## config.mk

```make
export PLATFORM = sky130hd
export DESIGN_NAME = wsn_config_top
export DESIGN_NICKNAME = d
export VERILOG_FILES = /design/src/rtl/wsn_rate_gen.v /design/src/rtl/wsn_config_top.v
export VERILOG_INCLUDE_DIRS = /design/src /design/src/rtl
export SDC_FILE = /design/constraint.sdc
export NUM_CORES = 1
export LEC_CHECK = 0
export BUFFER_PORTS_ARGS = -buffer_cell sky130_fd_sc_hd__buf_2
export CORE_AREA = 4 4 150 152
export DETAILED_ROUTE_END_ITERATION = 12
export DIE_AREA = 0 0 154 156
export PLACE_DENSITY = 0.62
export SYNTH_ARGS = -nofsm -noshare
export SYNTH_HDL_FRONTEND = slang
export SYNTH_HIERARCHICAL = 1
export SYNTH_SLANG_ARGS = --single-unit
```

## constraint.sdc

```tcl
create_clock -name clk -period 2.7 [get_ports clk]
set_input_delay 0.405 -clock clk [delete_from_list [all_inputs] [get_ports clk]]
set_output_delay 0.405 -clock clk [all_outputs]
set_load 0.05 [all_outputs]
```

## src/rtl/wsn_map.vh

```
// register map, field positions, reset values and timing constants of the waveform/no-load bank
`ifndef WSN_MAP_VH
`define WSN_MAP_VH

// ****************************************************************
// register indices (byte address is four times the index)
// ****************************************************************
`define WSN_IDX_WAVE_CTRL   6'h0C
`define WSN_IDX_WAVE_SRC    6'h0D
`define WSN_IDX_NOLOAD      6'h0E
`define WSN_IDX_STATUS      6'h10

// ****************************************************************
// reset values
// ****************************************************************
`define WSN_RST_WAVE_CTRL   8'h00
`define WSN_RST_WAVE_SRC    8'h00
`define WSN_RST_NOLOAD      8'h00

// ****************************************************************
// fields of the waveform source and rate register
// ****************************************************************
`define WSN_SEL2_HI         7
`define WSN_SEL2_LO         5
`define WSN_SEL1_HI         4
`define WSN_SEL1_LO         2
`define WSN_RATE_HI         1
`define WSN_RATE_LO         0

// source codes
`define WSN_SRC_CURRENT     3'h0
`define WSN_SRC_VOLTAGE     3'h1
`define WSN_SRC_ACTIVE      3'h2
`define WSN_SRC_REACTIVE    3'h3
`define WSN_SRC_APPARENT    3'h4
`define WSN_SRC_RMS         3'h5

// wave sampling enable bit of the control register
`define WSN_WAVE_EN_BIT     0

// ****************************************************************
// fields of the no-load configuration register
// ****************************************************************
`define WSN_COMP_DIS_BIT    7
`define WSN_RMS_NL_BIT      6
`define WSN_APP_HI          5
`define WSN_APP_LO          4
`define WSN_REA_HI          3
`define WSN_REA_LO          2
`define WSN_ACT_HI          1
`define WSN_ACT_LO          0

// ****************************************************************
// no-load thresholds as fractions of full scale
// ****************************************************************
`define WSN_FULL_SCALE      32'h007FFFFF
`define WSN_TH_0300         ((`WSN_FULL_SCALE * 32'h1E) / 32'h186A0)
`define WSN_TH_0150         ((`WSN_FULL_SCALE * 32'h0F) / 32'h186A0)
`define WSN_TH_0075         ((`WSN_FULL_SCALE * 32'h4B) / 32'hF4240)
`define WSN_TH_0037         ((`WSN_FULL_SCALE * 32'h25) / 32'hF4240)

// ****************************************************************
// timing: base clock is core clock / 5, then /32 .. /256
// ****************************************************************
`define WSN_PRESCALE_LAST   3'h4
`define WSN_DIV_32_LAST     8'h1F
`define WSN_DIV_64_LAST     8'h3F
`define WSN_DIV_128_LAST    8'h7F
`define WSN_DIV_256_LAST    8'hFF

`endif

```

## src/rtl/wsn_rate_gen.v

```verilog
// waveform sample tick generator: core clock / 5, then / 32, 64, 128 or 256
`timescale 1ns/100ps
`include "wsn_map.vh"

module wsn_rate_gen (
    // clock and reset
    input  wire       clk,
    input  wire       reset,
    // control
    input  wire       run,
    input  wire [1:0] rateSel,
    // tick out
    output reg        sampleTick_r
);

    reg  [2:0] preCnt_r;
    reg  [7:0] divCnt_r;
    wire       baseTick;
    reg  [7:0] divLast;

    assign baseTick = (preCnt_r == `WSN_PRESCALE_LAST);

    always @* begin
        case (rateSel)
            2'h0:    divLast = `WSN_DIV_32_LAST;
            2'h1:    divLast = `WSN_DIV_64_LAST;
            2'h2:    divLast = `WSN_DIV_128_LAST;
            default: divLast = `WSN_DIV_256_LAST;
        endcase
    end

    // counters restart while stopped so the first sample after enable is a full period away
    always @(posedge clk) begin
        if (reset || !run) begin
            preCnt_r     <= 3'h0;
            divCnt_r     <= 8'h00;
            sampleTick_r <= 1'b0;
        end else begin
            sampleTick_r <= 1'b0;
            if (baseTick) begin
                preCnt_r <= 3'h0;
                // a rate change takes effect at the next wrap or at once if already past
                if (divCnt_r >= divLast) begin
                    divCnt_r     <= 8'h00;
                    sampleTick_r <= 1'b1;
                end else begin
                    divCnt_r <= divCnt_r + 8'h01;
                end
            end else begin
                preCnt_r <= preCnt_r + 3'h1;
            end
        end
    end

endmodule

```

## src/rtl/wsn_config_top.v

```verilog
// waveform source/rate and no-load configuration bank with APB access
// Summary of operation
// - second channel selector bits 7..5 routes current, voltage, products, rms filter
// - first channel selector bits 4..2, same codes, rms gives low 24 bits
// - rate bits 1..0: core clock/5 divided by 32, 64, 128 or 256
// - no-load register bit 7 set disables reactive gain compensation over frequency
// - bit 6 enables rms-current no-load detection at apparent threshold level
// - apparent field bits 5..4: off, 0.030%, 0.015%, 0.0075% of full scale
// - reactive field bits 3..2: off, 0.015%, 0.0075%, 0.0037% of full scale
// - active field bits 1..0: off, 0.015%, 0.0075%, 0.0037% of full scale
// - samples are produced only while the wave sampling enable bit is set
`timescale 1ns/100ps
`include "wsn_map.vh"

module wsn_config_top (
    // clock and reset
    input  wire        clk,
    input  wire        reset,
    // apb slave
    input  wire        psel,
    input  wire        penable,
    input  wire        pwrite,
    input  wire [7:0]  paddr,
    input  wire [31:0] pwdata,
    output reg  [31:0] prdata_r,
    output reg         pready_r,
    output reg         pslverr_r,
    // waveform sources from the metering datapath
    input  wire [23:0] currentWave,
    input  wire [23:0] voltageWave,
    input  wire [23:0] activeProduct,
    input  wire [23:0] reactiveProduct,
    input  wire [23:0] apparentProduct,
    input  wire [31:0] rmsFilterOut,
    // magnitudes compared against no-load thresholds
    input  wire [23:0] activeMag,
    input  wire [23:0] reactiveMag,
    input  wire [23:0] apparentMag,
    input  wire [23:0] rmsCurrentMag,
    // waveform sample outputs
    output reg  [23:0] firstWave_r,
    output reg  [31:0] secondWave_r,
    output reg         sampleValid_r,
    // controls to the metering datapath
    output reg         reactiveCompEn_r,
    output reg         activeRun_r,
    output reg         reactiveRun_r,
    output reg         apparentRun_r,
    output reg         rmsRun_r
);

    // ****************************************************************
    // registers and decode
    // ****************************************************************
    reg  [7:0]  waveCtrl_r;
    reg  [7:0]  waveSrc_r;
    reg  [7:0]  noload_r;
    reg  [31:0] rdData_nxt;
    reg         rdErr_nxt;
    wire        access;
    wire        wrDone;
    wire        sampleTick;
    wire [31:0] firstPick;
    wire [2:0]  secondWaveSourceSel;
    wire [2:0]  firstWaveSourceSel;
    wire [1:0]  sampleRateSel;
    wire        waveSamplingEnable;
    wire        reactiveCompDisable;
    wire        currentRmsNoloadEn;
    wire [1:0]  apparentNoloadLevel;
    wire [1:0]  reactiveNoloadLevel;
    wire [1:0]  activeNoloadLevel;
    wire        activeBelow;
    wire        reactiveBelow;
    wire        apparentBelow;
    wire        rmsBelow;

    assign access = psel && penable;
    // a write lands only at the edge where the slave answers ready
    assign wrDone = access && pready_r && pwrite;

    // true when the byte address hits the given register index
    function hitIdx;
        input [7:0] addr;
        input [5:0] idx;
        begin
            hitIdx = (addr[7:2] == idx) && (addr[1:0] == 2'h0);
        end
    endfunction

    assign secondWaveSourceSel = waveSrc_r[`WSN_SEL2_HI:`WSN_SEL2_LO];
    assign firstWaveSourceSel  = waveSrc_r[`WSN_SEL1_HI:`WSN_SEL1_LO];
    assign sampleRateSel       = waveSrc_r[`WSN_RATE_HI:`WSN_RATE_LO];
    assign waveSamplingEnable  = waveCtrl_r[`WSN_WAVE_EN_BIT];
    assign reactiveCompDisable = noload_r[`WSN_COMP_DIS_BIT];
    assign currentRmsNoloadEn  = noload_r[`WSN_RMS_NL_BIT];
    assign apparentNoloadLevel = noload_r[`WSN_APP_HI:`WSN_APP_LO];
    assign reactiveNoloadLevel = noload_r[`WSN_REA_HI:`WSN_REA_LO];
    assign activeNoloadLevel   = noload_r[`WSN_ACT_HI:`WSN_ACT_LO];

    // ****************************************************************
    // register writes
    // ****************************************************************
    always @(posedge clk) begin
        if (reset) begin
            waveCtrl_r <= `WSN_RST_WAVE_CTRL;
            waveSrc_r  <= `WSN_RST_WAVE_SRC;
            noload_r   <= `WSN_RST_NOLOAD;
        end else if (wrDone) begin
            if (hitIdx(paddr, `WSN_IDX_WAVE_CTRL)) begin
                waveCtrl_r <= {7'h00, pwdata[`WSN_WAVE_EN_BIT]};
            end
            if (hitIdx(paddr, `WSN_IDX_WAVE_SRC)) begin
                waveSrc_r <= pwdata[7:0];
            end
            if (hitIdx(paddr, `WSN_IDX_NOLOAD)) begin
                noload_r <= pwdata[7:0];
            end
        end
    end

    // ****************************************************************
    // read mux
    // ****************************************************************
    always @* begin
        rdData_nxt = 32'h00000000;
        rdErr_nxt  = 1'b0;
        if (hitIdx(paddr, `WSN_IDX_WAVE_CTRL)) begin
            rdData_nxt = {24'h000000, waveCtrl_r};
        end else if (hitIdx(paddr, `WSN_IDX_WAVE_SRC)) begin
            rdData_nxt = {24'h000000, waveSrc_r};
        end else if (hitIdx(paddr, `WSN_IDX_NOLOAD)) begin
            rdData_nxt = {24'h000000, noload_r};
        end else if (hitIdx(paddr, `WSN_IDX_STATUS)) begin
            // status is read-only; writes to it are accepted and dropped
            rdData_nxt = {27'h0000000, waveSamplingEnable, rmsBelow,
                          apparentBelow, reactiveBelow, activeBelow};
        end else begin
            rdErr_nxt = 1'b1;
        end
    end

    // one wait state: ready comes on the second access cycle
    always @(posedge clk) begin
        if (reset) begin
            pready_r  <= 1'b0;
            pslverr_r <= 1'b0;
            prdata_r  <= 32'h00000000;
        end else if (access && !pready_r) begin
            pready_r  <= 1'b1;
            pslverr_r <= rdErr_nxt;
            prdata_r  <= pwrite ? 32'h00000000 : rdData_nxt;
        end else begin
            pready_r  <= 1'b0;
            pslverr_r <= 1'b0;
            prdata_r  <= 32'h00000000;
        end
    end

    // ****************************************************************
    // waveform sampling
    // ****************************************************************
    // reserved codes give zero rather than a stale source
    function [31:0] pickSource;
        input [2:0] sel;
        begin
            case (sel)
                `WSN_SRC_CURRENT:  pickSource = {{8{currentWave[23]}}, currentWave};
                `WSN_SRC_VOLTAGE:  pickSource = {{8{voltageWave[23]}}, voltageWave};
                `WSN_SRC_ACTIVE:   pickSource = {{8{activeProduct[23]}}, activeProduct};
                `WSN_SRC_REACTIVE: pickSource = {{8{reactiveProduct[23]}}, reactiveProduct};
                `WSN_SRC_APPARENT: pickSource = {{8{apparentProduct[23]}}, apparentProduct};
                `WSN_SRC_RMS:      pickSource = rmsFilterOut;
                default:           pickSource = 32'h00000000;
            endcase
        end
    endfunction

    // first channel keeps only the low 24 bits of whatever source is picked
    assign firstPick = pickSource(firstWaveSourceSel);

    wsn_rate_gen uRate (
        .clk          (clk),
        .reset        (reset),
        .run          (waveSamplingEnable),
        .rateSel      (sampleRateSel),
        .sampleTick_r (sampleTick)
    );

    always @(posedge clk) begin
        if (reset) begin
            firstWave_r   <= 24'h000000;
            secondWave_r  <= 32'h00000000;
            sampleValid_r <= 1'b0;
        end else begin
            sampleValid_r <= sampleTick && waveSamplingEnable;
            if (sampleTick && waveSamplingEnable) begin
                secondWave_r <= pickSource(secondWaveSourceSel);
                firstWave_r  <= firstPick[23:0];
            end
        end
    end

    // ****************************************************************
    // no-load detection
    // ****************************************************************
    // threshold for a level code; fine selects the reactive/active table
    function [23:0] noloadThreshold;
        input [1:0] level;
        input       fine;
        reg   [31:0] th;
        begin
            th = 32'h00000000;
            case (level)
                2'h1:    th = fine ? `WSN_TH_0150 : `WSN_TH_0300;
                2'h2:    th = fine ? `WSN_TH_0075 : `WSN_TH_0150;
                2'h3:    th = fine ? `WSN_TH_0037 : `WSN_TH_0075;
                default: th = 32'h00000000;
            endcase
            noloadThreshold = th[23:0];
        end
    endfunction

    assign apparentBelow = (apparentNoloadLevel != 2'h0) &&
                           (apparentMag < noloadThreshold(apparentNoloadLevel, 1'b0));
    assign reactiveBelow = (reactiveNoloadLevel != 2'h0) &&
                           (reactiveMag < noloadThreshold(reactiveNoloadLevel, 1'b1));
    assign activeBelow   = (activeNoloadLevel != 2'h0) &&
                           (activeMag < noloadThreshold(activeNoloadLevel, 1'b1));
    assign rmsBelow      = currentRmsNoloadEn && (apparentNoloadLevel != 2'h0) &&
                           (rmsCurrentMag < noloadThreshold(apparentNoloadLevel, 1'b0));

    always @(posedge clk) begin
        if (reset) begin
            reactiveCompEn_r <= 1'b1;
            activeRun_r      <= 1'b1;
            reactiveRun_r    <= 1'b1;
            apparentRun_r    <= 1'b1;
            rmsRun_r         <= 1'b1;
        end else begin
            reactiveCompEn_r <= !reactiveCompDisable;
            activeRun_r      <= !activeBelow;
            reactiveRun_r    <= !reactiveBelow;
            apparentRun_r    <= !apparentBelow;
            rmsRun_r         <= !rmsBelow;
        end
    end

endmodule

```

==> run_results.csv, run 1 <==
group,metric,value,unit
run_status,outcome,"completed",
die,die_x,154,um
yosys,synth.distinct_cells,66,
grt,antenna_found_initial,4,
yosys,synthSimpleGateAreaFrac,16.3,%
clock_network,cts_hold_buf,0,
sta,hold_viol,0,
yosys,synth_warnings,6,
sta,hold_slack,0.311,ns
sta,period_share,84.3,%
placement,placed_cell_area,0.00907,mm2
clock_network,cts_sinks,101,
detailed_routing,firstDrtPassIters,6,
grt,grt_first_pass_wirelength,41600,um
pwr,p_sw_share,27.2,%
setup_path,cp.arrival,2.51,ns
yosys,avgSynthCellArea,8.84,um2
yosys,async_flop_share,0,%
yosys,muxShareOfSynthArea,11.0,%
detailed_routing,vias,7673,
pwr,p_int,2.45,mW
sta,rsz0062_at_grt,"false",
pwr,max-vdd-ir-drop,0.238,mV
yosys,synth-edff-count,0,
placement,io_buffers,340,
yosys,netlist_area,0.00717,mm2
die,fp-row-count,53,
grt,grt_pass1_vias,7418,
clock_network,postCtsSetupRepairBufs,0,
yosys,synth_most_common_cell,"dfxtp_1",
cells_and_area,drive_gt1_share,36.9,%
flow_run,maxCapViolations,0,
clock_network,clkLatencyLatePin,0.36,ns
cells_and_area,stdcell_area,0.00938,mm2
grt,track_usage,21.8,%
sta,slew_headroom,33.0,%
sta,skew,0.0161,ns
yosys,synth_seq_cells,101,
die,start_util,34.1,%
placement,dpl.hpwl,22300,um
die,die_area,0.0240,mm2
sta,fmax,440,MHz
clock_network,clkTransAtPathRegs,0.07,ns
clock_network,ctsResizeCount,0,
yosys,ys.flop_type,"dfxtp_1",
setup_path,crit_type,"flop to flop",
placement,gp_congestion,0.918,
pwr,p_comb_share,15.2,%
clock_network,cts_buffers,9,
die,core,0.0210,mm2
yosys,synth_compound_area_share,24.7,%
sta,setup_violations,0,
yosys,synth_area_leaders,"dfxtp_1 28%, ha_1 10%, a22oi_1 8.6%, mux2i_1 6.0%, a22o_1 4.2%",
yosys,synth_adder_area_share,10.5,%
yosys,synth_top_family_by_area,"compound AO/OA/AOI/OAI gates",
cells_and_area,fin_nets,1481,
sta,layout_min_cycle_time,2.28,ns
setup_path,crit_path_max_fanout,5,
pwr,leakagePower,4.03,nW
clock_network,ctsRootBufferMaster,"clkbuf_16",
sta,slew_violations,0,
placement,place_ws,0.420,ns
pwr,pwr-share-seq,44.3,%
setup_path,start_kind,"flop",
pwr,pwr-share-clk,40.5,%
die,ios,389,
clock_network,clock_path_buffers,2,
detailed_routing,drt_iter0_markers,502,
yosys,yosysTopAreaCell,"dfxtp_1",
yosys,synthCells,812,
yosys,yosys-top-cells-count,"101 x dfxtp_1, 82 x a22oi_1, 60 x ha_1",
detailed_routing,postRouteAntennaNets,0,
pwr,p_per_area,358,mW/mm2
detailed_routing,wl_per_cell,20.0,um
detailed_routing,viasPerCell,5.43,
setup_path,cp-end-kind,"flop",
die,die_h,156,um
detailed_routing,drc,0,
clock_network,htree_num_levels,3,
detailed_routing,wl,28300,um
grt,grt_max_degree,38,
sta,worst_slack,0.425,ns
yosys,synth.yosys.seq_area_share,28.2,%
yosys,synth_top_area_share,28.2,%
sta,worst_pin_slew,1.00,ns
grt,grt-ovfl-total,0,
clock_network,cts_tree,"built",
yosys,synth_xor_area_share,0.732,%
setup_path,cp.required,2.93,ns
cells_and_area,syn_to_final_growth,30.7,%
pwr,p_sw,915,uW
hold_path,holdCritPathClass,"primary input to flop",
sta,fin_setup_tns,0,ns
==> cells by family after synthesis <==
logic type	Yosys count
DFF	101
AOI/OAI and AO/OA	239
muxes	67
xor gates and xnor gates	6
and+or+nand+nor	224
buffers and inverters	114
adders and majority gates	60
other	1
==> metal layers <==
metal | vias to the layer above | share of wire (%) | GRT usage, %
li1 | 3656 | - | -
met1 | 3539 | 43 | 29.7
met2 | 413 | 45 | 33.7
met3 | 65 | 9.1 | 4.91
met4 | 0 | 2.8 | 7.99
met5 | - | 0 | 0
==> registers in the layout (all words and copies together) (netlist names), 3 cells and up <==
signal          flops
uRate/divCnt_r      8
noload_r            8
firstWave_r        24
waveSrc_r           8
uRate/preCnt_r      3
prdata_r            8
secondWave_r       32
==> critical path, cell delays in order, from the launching register on <==
cell and delay, ns:
dfxtp_1 0.41, inv_1 0.13, ha_1 0.21, nor2_1 0.24, ha_1 0.29, o21a_1 0.17, o211ai_1 0.15, o41ai_1 0.10
or4_1 0.46
==> area by class of cell <==
type,count,area [um2]
Antenna cell,4,10.0
Clock buffer,10,229
Clock inverter,6,72.6
Fill cell,2135,11600
Inverter,33,124
Multi-Input combinational cell,620,4660
Sequential cell,101,2020
Tap cell,275,344
Timing Repair Buffer,363,1910
==> cell usage in the layout (no fill, tap or decap), types with 10 or more instances in the layout <==
master and instances:
buf_2 340, mux2i_1 43, a21o_1 12, a21oi_1 30
a22o_1 34, dfxtp_1 99, inv_1 33, mux2_2 17
nor2_1 56, ha_1 60, nand2_1 39, o21ai_0 28
nand3_1 33, nor4_1 10, buf_4 20, nor3_1 28
a221o_1 10, a22oi_1 82, conb_1 24
==> power by group through the flow <==
stage / clock network (mW) / registers (mW) / logic [mW]
6_report: 1.36 / 1.49 / 0.510
5_1_grt: 1.45 / 1.49 / 0.556
4_1_cts: 1.39 / 1.49 / 0.506
2_1_floorplan: 0 / 1.53 / 0.253
3_3_place_gp: 0 / 1.52 / 0.499
3_5_place_dp: 0 / 1.52 / 0.504
==> metrics by stage <==
stage                     util (%)  power (mW)  instances
after global placement        43.1        2.02       1392
after global routing          44.6        3.49       1412
after detailed placement      43.1        2.03       1392
after CTS                     44.6        3.39       1408
after floorplan                  -        1.78        835
final                         44.6        3.36       1412
==> path summary, 6_finish.rpt <==
path	from	end	slack, ns	cells after the start
setup / recovery	noload_r[5]$_SDFFE_PP0P_	rmsRun_r$_SDFF_PP1_	0.42	8
hold / removal	penable	pready_r$_SDFF_PP0_	0.31	3
hold reg to reg	noload_r[7]$_SDFFE_PP0P_	reactiveCompEn_r$_SDFF_PP1_	0.41	1
setup reg to reg	noload_r[5]$_SDFFE_PP0P_	rmsRun_r$_SDFF_PP1_	0.42	8
Power figures use the tool's default switching activity.
==> run 2: changes to the inputs <==
--- a/config.mk
+++ b/config.mk
@@ -6,11 +6,12 @@
 export SDC_FILE = /design/constraint.sdc
 export NUM_CORES = 1
 export LEC_CHECK = 0
+export ABC_AREA = 1
 export BUFFER_PORTS_ARGS = -buffer_cell sky130_fd_sc_hd__buf_2
-export CORE_AREA = 4 4 150 152
+export CORE_AREA = 4 4 148 150
 export DETAILED_ROUTE_END_ITERATION = 12
-export DIE_AREA = 0 0 154 156
-export PLACE_DENSITY = 0.62
+export DIE_AREA = 0 0 152 154
+export PLACE_DENSITY = 0.65
 export SYNTH_ARGS = -nofsm -noshare
 export SYNTH_HDL_FRONTEND = slang
 export SYNTH_HIERARCHICAL = 1
==> constraint.sdc (replaced) <==
create_clock -name clk -period 2.2 [get_ports clk]
set_input_delay 0.33 -clock clk [delete_from_list [all_inputs] [get_ports clk]]
set_output_delay 0.33 -clock clk [all_outputs]
set_load 0.05 [all_outputs]
==> run 2 against run 1 <==
Sequential share of layout area fell by 0.52 points. Via count increased by 16%. Worst setup slack worse by 0.31 ns. Hold slack lost 0.058 ns. First-iteration DRC count grew 40%. Die area shrank 2.6%. Routed wire length is 5.5% higher. Combinational power grew 24%. Clock skew fell by 0.0072 ns. Critical path depth fell by 1. Critical path type unchanged. Critical endpoint is now firstWave_r[19]$_SDFFE_PP0P_.
==> run_results.csv, run 2 <==
group,metric,value,unit
run_status,outcome,"completed",
grt,grt_pass1_vias,8439,
yosys,ys.flop_type,"dfxtp_1",
clock_network,cts_tree,"built",
detailed_routing,drc,0,
yosys,avgSynthCellArea,6.69,um2
sta,slew_headroom,60.5,%
yosys,synthCells,1102,
grt,antenna_found_initial,6,
clock_network,ctsResizeCount,0,
pwr,pwr-share-clk,41.1,%
sta,period_share,95.0,%
pwr,p_comb_share,15.1,%
pwr,leakagePower,4.63,nW
flow_run,maxCapViolations,0,
sta,skew,0.00882,ns
hold_path,hold_end,"waveSrc_r[1]$_SDFFE_PP0P_",
sta,worst_pin_slew,0.592,ns
clock_network,cts_hold_buf,0,
sta,hold_viol,0,
pwr,p_int,3.00,mW
yosys,synth_warnings,6,
die,fp-row-count,53,
pwr,max-vdd-ir-drop,0.416,mV
sta,slew_violations,0,
clock_network,postCtsSetupRepairBufs,0,
die,ios,389,
clock_network,clkLatencyLatePin,0.36,ns
placement,dpl.hpwl,23100,um
hold_path,holdCritPathClass,"primary input to flop",
detailed_routing,firstDrtPassIters,6,
sta,layout_min_cycle_time,2.09,ns
setup_path,cp.arrival,2.31,ns
detailed_routing,wl,29800,um
placement,gp_congestion,0.929,
sta,setup_violations,0,
detailed_routing,wl_per_cell,17.4,um
setup_path,rrSetupSlack,0.11,ns
cells_and_area,top_register,"secondWave_r",
cells_and_area,drive_gt1_share,29.6,%
setup_path,crit_type,"flop to flop",
cells_and_area,largest_register_ffs,32,
yosys,synth_top_area_share,27.4,%
yosys,yosys-top-cells-count,"302 x nand2_1, 108 x inv_1, 101 x dfxtp_1",
die,die_h,154,um
setup_path,cp-end-kind,"flop",
placement,place_ws,0.198,ns
cells_and_area,layout_commonest_cell,"buf_2",
detailed_routing,postRouteAntennaNets,0,
hold_path,hold_start,"pwdata[1]",
setup_path,path_delay_family,"buffers and inverters",
hold_path,holdPathStages,3,
sta,rsz0062_at_grt,"false",
setup_path,critPathMaxStageDelay,0.54,ns
clock_network,clkTransAtPathRegs,0.08,ns
cells_and_area,fin_util,46.4,%
grt,grt_max_degree,48,
setup_path,rr_endpoint,"firstWave_r[19]$_SDFFE_PP0P_",
clock_network,cts_sinks,101,
pwr,p_per_area,435,mW/mm2
setup_path,crit_path_max_fanout,19,
yosys,async_flop_share,0,%
detailed_routing,vias,8885,
yosys,synth.distinct_cells,51,
sta,fin_setup_tns,0,ns
die,core,0.0207,mm2
sta,worst_slack,0.111,ns
cells_and_area,fin_nets,1784,
setup_path,crit_path_top_delay_cell,"dfxtp_1",
sta,fmax,479,MHz
setup_path,rr_startpoint,"waveSrc_r[4]$_SDFFE_PP0P_",
setup_path,cp_cell_sequence,"inv_2 -> nand3_2 -> clkinv_2 -> nand2_1 -> o2111ai_1 -> o21ai_0 -> a21oi_1",
cells_and_area,top_regs,"secondWave_r x32, firstWave_r x24",
yosys,yosysTopAreaCell,"dfxtp_1",
die,die_x,152,um
pwr,pwr-share-seq,43.8,%
setup_path,worstPathBufferInverterCount,2,
yosys,synth.yosys.seq_area_share,27.4,%
clock_network,htree_num_levels,3,
yosys,synth_seq_cells,101,
setup_path,start_kind,"flop",
yosys,synth_most_common_cell,"nand2_1",
setup_path,cp.required,2.42,ns
detailed_routing,drt_iter0_markers,701,
placement,io_buffers,340,
pwr,p_sw_share,28.1,%
setup_path,worst_r2r_path_depth,7,
pwr,p_sw,1.18,mW
yosys,synth_area_leaders,"dfxtp_1 27%, nand2_1 15%, ha_1 10%, a21oi_1 6.8%, inv_1 5.5%",
die,die_area,0.0234,mm2
grt,grt-ovfl-total,0,
grt,grt_first_pass_wirelength,44800,um
cells_and_area,syn_to_final_growth,30.1,%
yosys,netlist_area,0.00738,mm2
clock_network,cts_buffers,9,
cells_and_area,final_cell_mix,"340 x buf_2, 301 x nand2_1, 107 x inv_1, 101 x dfxtp_1, 100 x a21oi_1",
clock_network,ctsRootBufferMaster,"clkbuf_16",
detailed_routing,viasPerCell,5.17,
clock_network,clock_path_buffers,2,
grt,track_usage,23.7,%
pwr,p_total,4.18,mW
die,start_util,35.6,%
yosys,synth-edff-count,0,
run 2: layer usage:
| layer | share of wire (%) | global-route usage (%) | vias up | wire length, um |
|---|---|---|---|---|
| met5 | 0.040 | 0 | - | 12 |
| met4 | 3.5 | 8.26 | 2 | 1030 |
| met3 | 8.9 | 5.32 | 91 | 2650 |
| met2 | 46 | 38.6 | 459 | 13800 |
| met1 | 41 | 30.9 | 4006 | 12300 |
| li1 | - | - | 4327 | - |
run 2: how the worst max path moves through the flow:
stage,from,end,depth (start not counted)
finish,waveSrc_r[4]$_SDFFE_PP0P_,firstWave_r[19]$_SDFFE_PP0P_,7
global placement,waveSrc_r[2]$_SDFFE_PP0P_,firstWave_r[4]$_SDFFE_PP0P_,6
floorplan,noload_r[5]$_SDFFE_PP0P_,prdata_r[3]$_SDFF_PP0_,13
global route,waveSrc_r[4]$_SDFFE_PP0P_,firstWave_r[3]$_SDFFE_PP0P_,7
CTS,waveSrc_r[2]$_SDFFE_PP0P_,firstWave_r[16]$_SDFFE_PP0P_,7
detailed placement,waveSrc_r[2]$_SDFFE_PP0P_,firstWave_r[16]$_SDFFE_PP0P_,7
run 2: area by class of cell:
type	count	area, um2
inverter	121	464
clock inverter	7	91.3
antenna	6	15.0
multi-input combinational	837	4560
sequential	101	2020
tap	275	344
fill	2197	11100
clock buffer	9	225
timing repair buffer	361	1870
run 2: cells by family after synthesis:
group / share of synthesized area (%)
DFF: 27.4
AOI/OAI and AO/OA: 21.4
xor gates and xnor gates: 0.475
buffers and inverters: 12.0
other: 0.0508
and+or+nand+nor: 28.5
adders and majority gates: 10.2
run 2: tightest hold or removal path: stages:
cell     delay [ns]
buf_2          0.11
nand3_1        0.07
a21oi_1        0.06
run 2: power groups by stage:
stage	clock network, mW	logic, mW	registers (mW)
3_5_place_dp	0	0.625	1.87
5_1_grt	1.80	0.697	1.83
3_3_place_gp	0	0.620	1.87
6_report	1.72	0.630	1.83
2_1_floorplan	0	0.308	1.88
4_1_cts	1.74	0.627	1.83
run 2: metrics by stage:
step / hold slack (ns) / cells / cell area, um2
2_1_floorplan: 0.379 / 1125 / 7460
3_3_place_gp: 0.404 / 1695 / 9260
3_5_place_dp: 0.405 / 1695 / 9260
4_1_cts: 0.248 / 1711 / 9580
5_1_grt: 0.251 / 1716 / 9590
6_report: 0.253 / 1717 / 9600
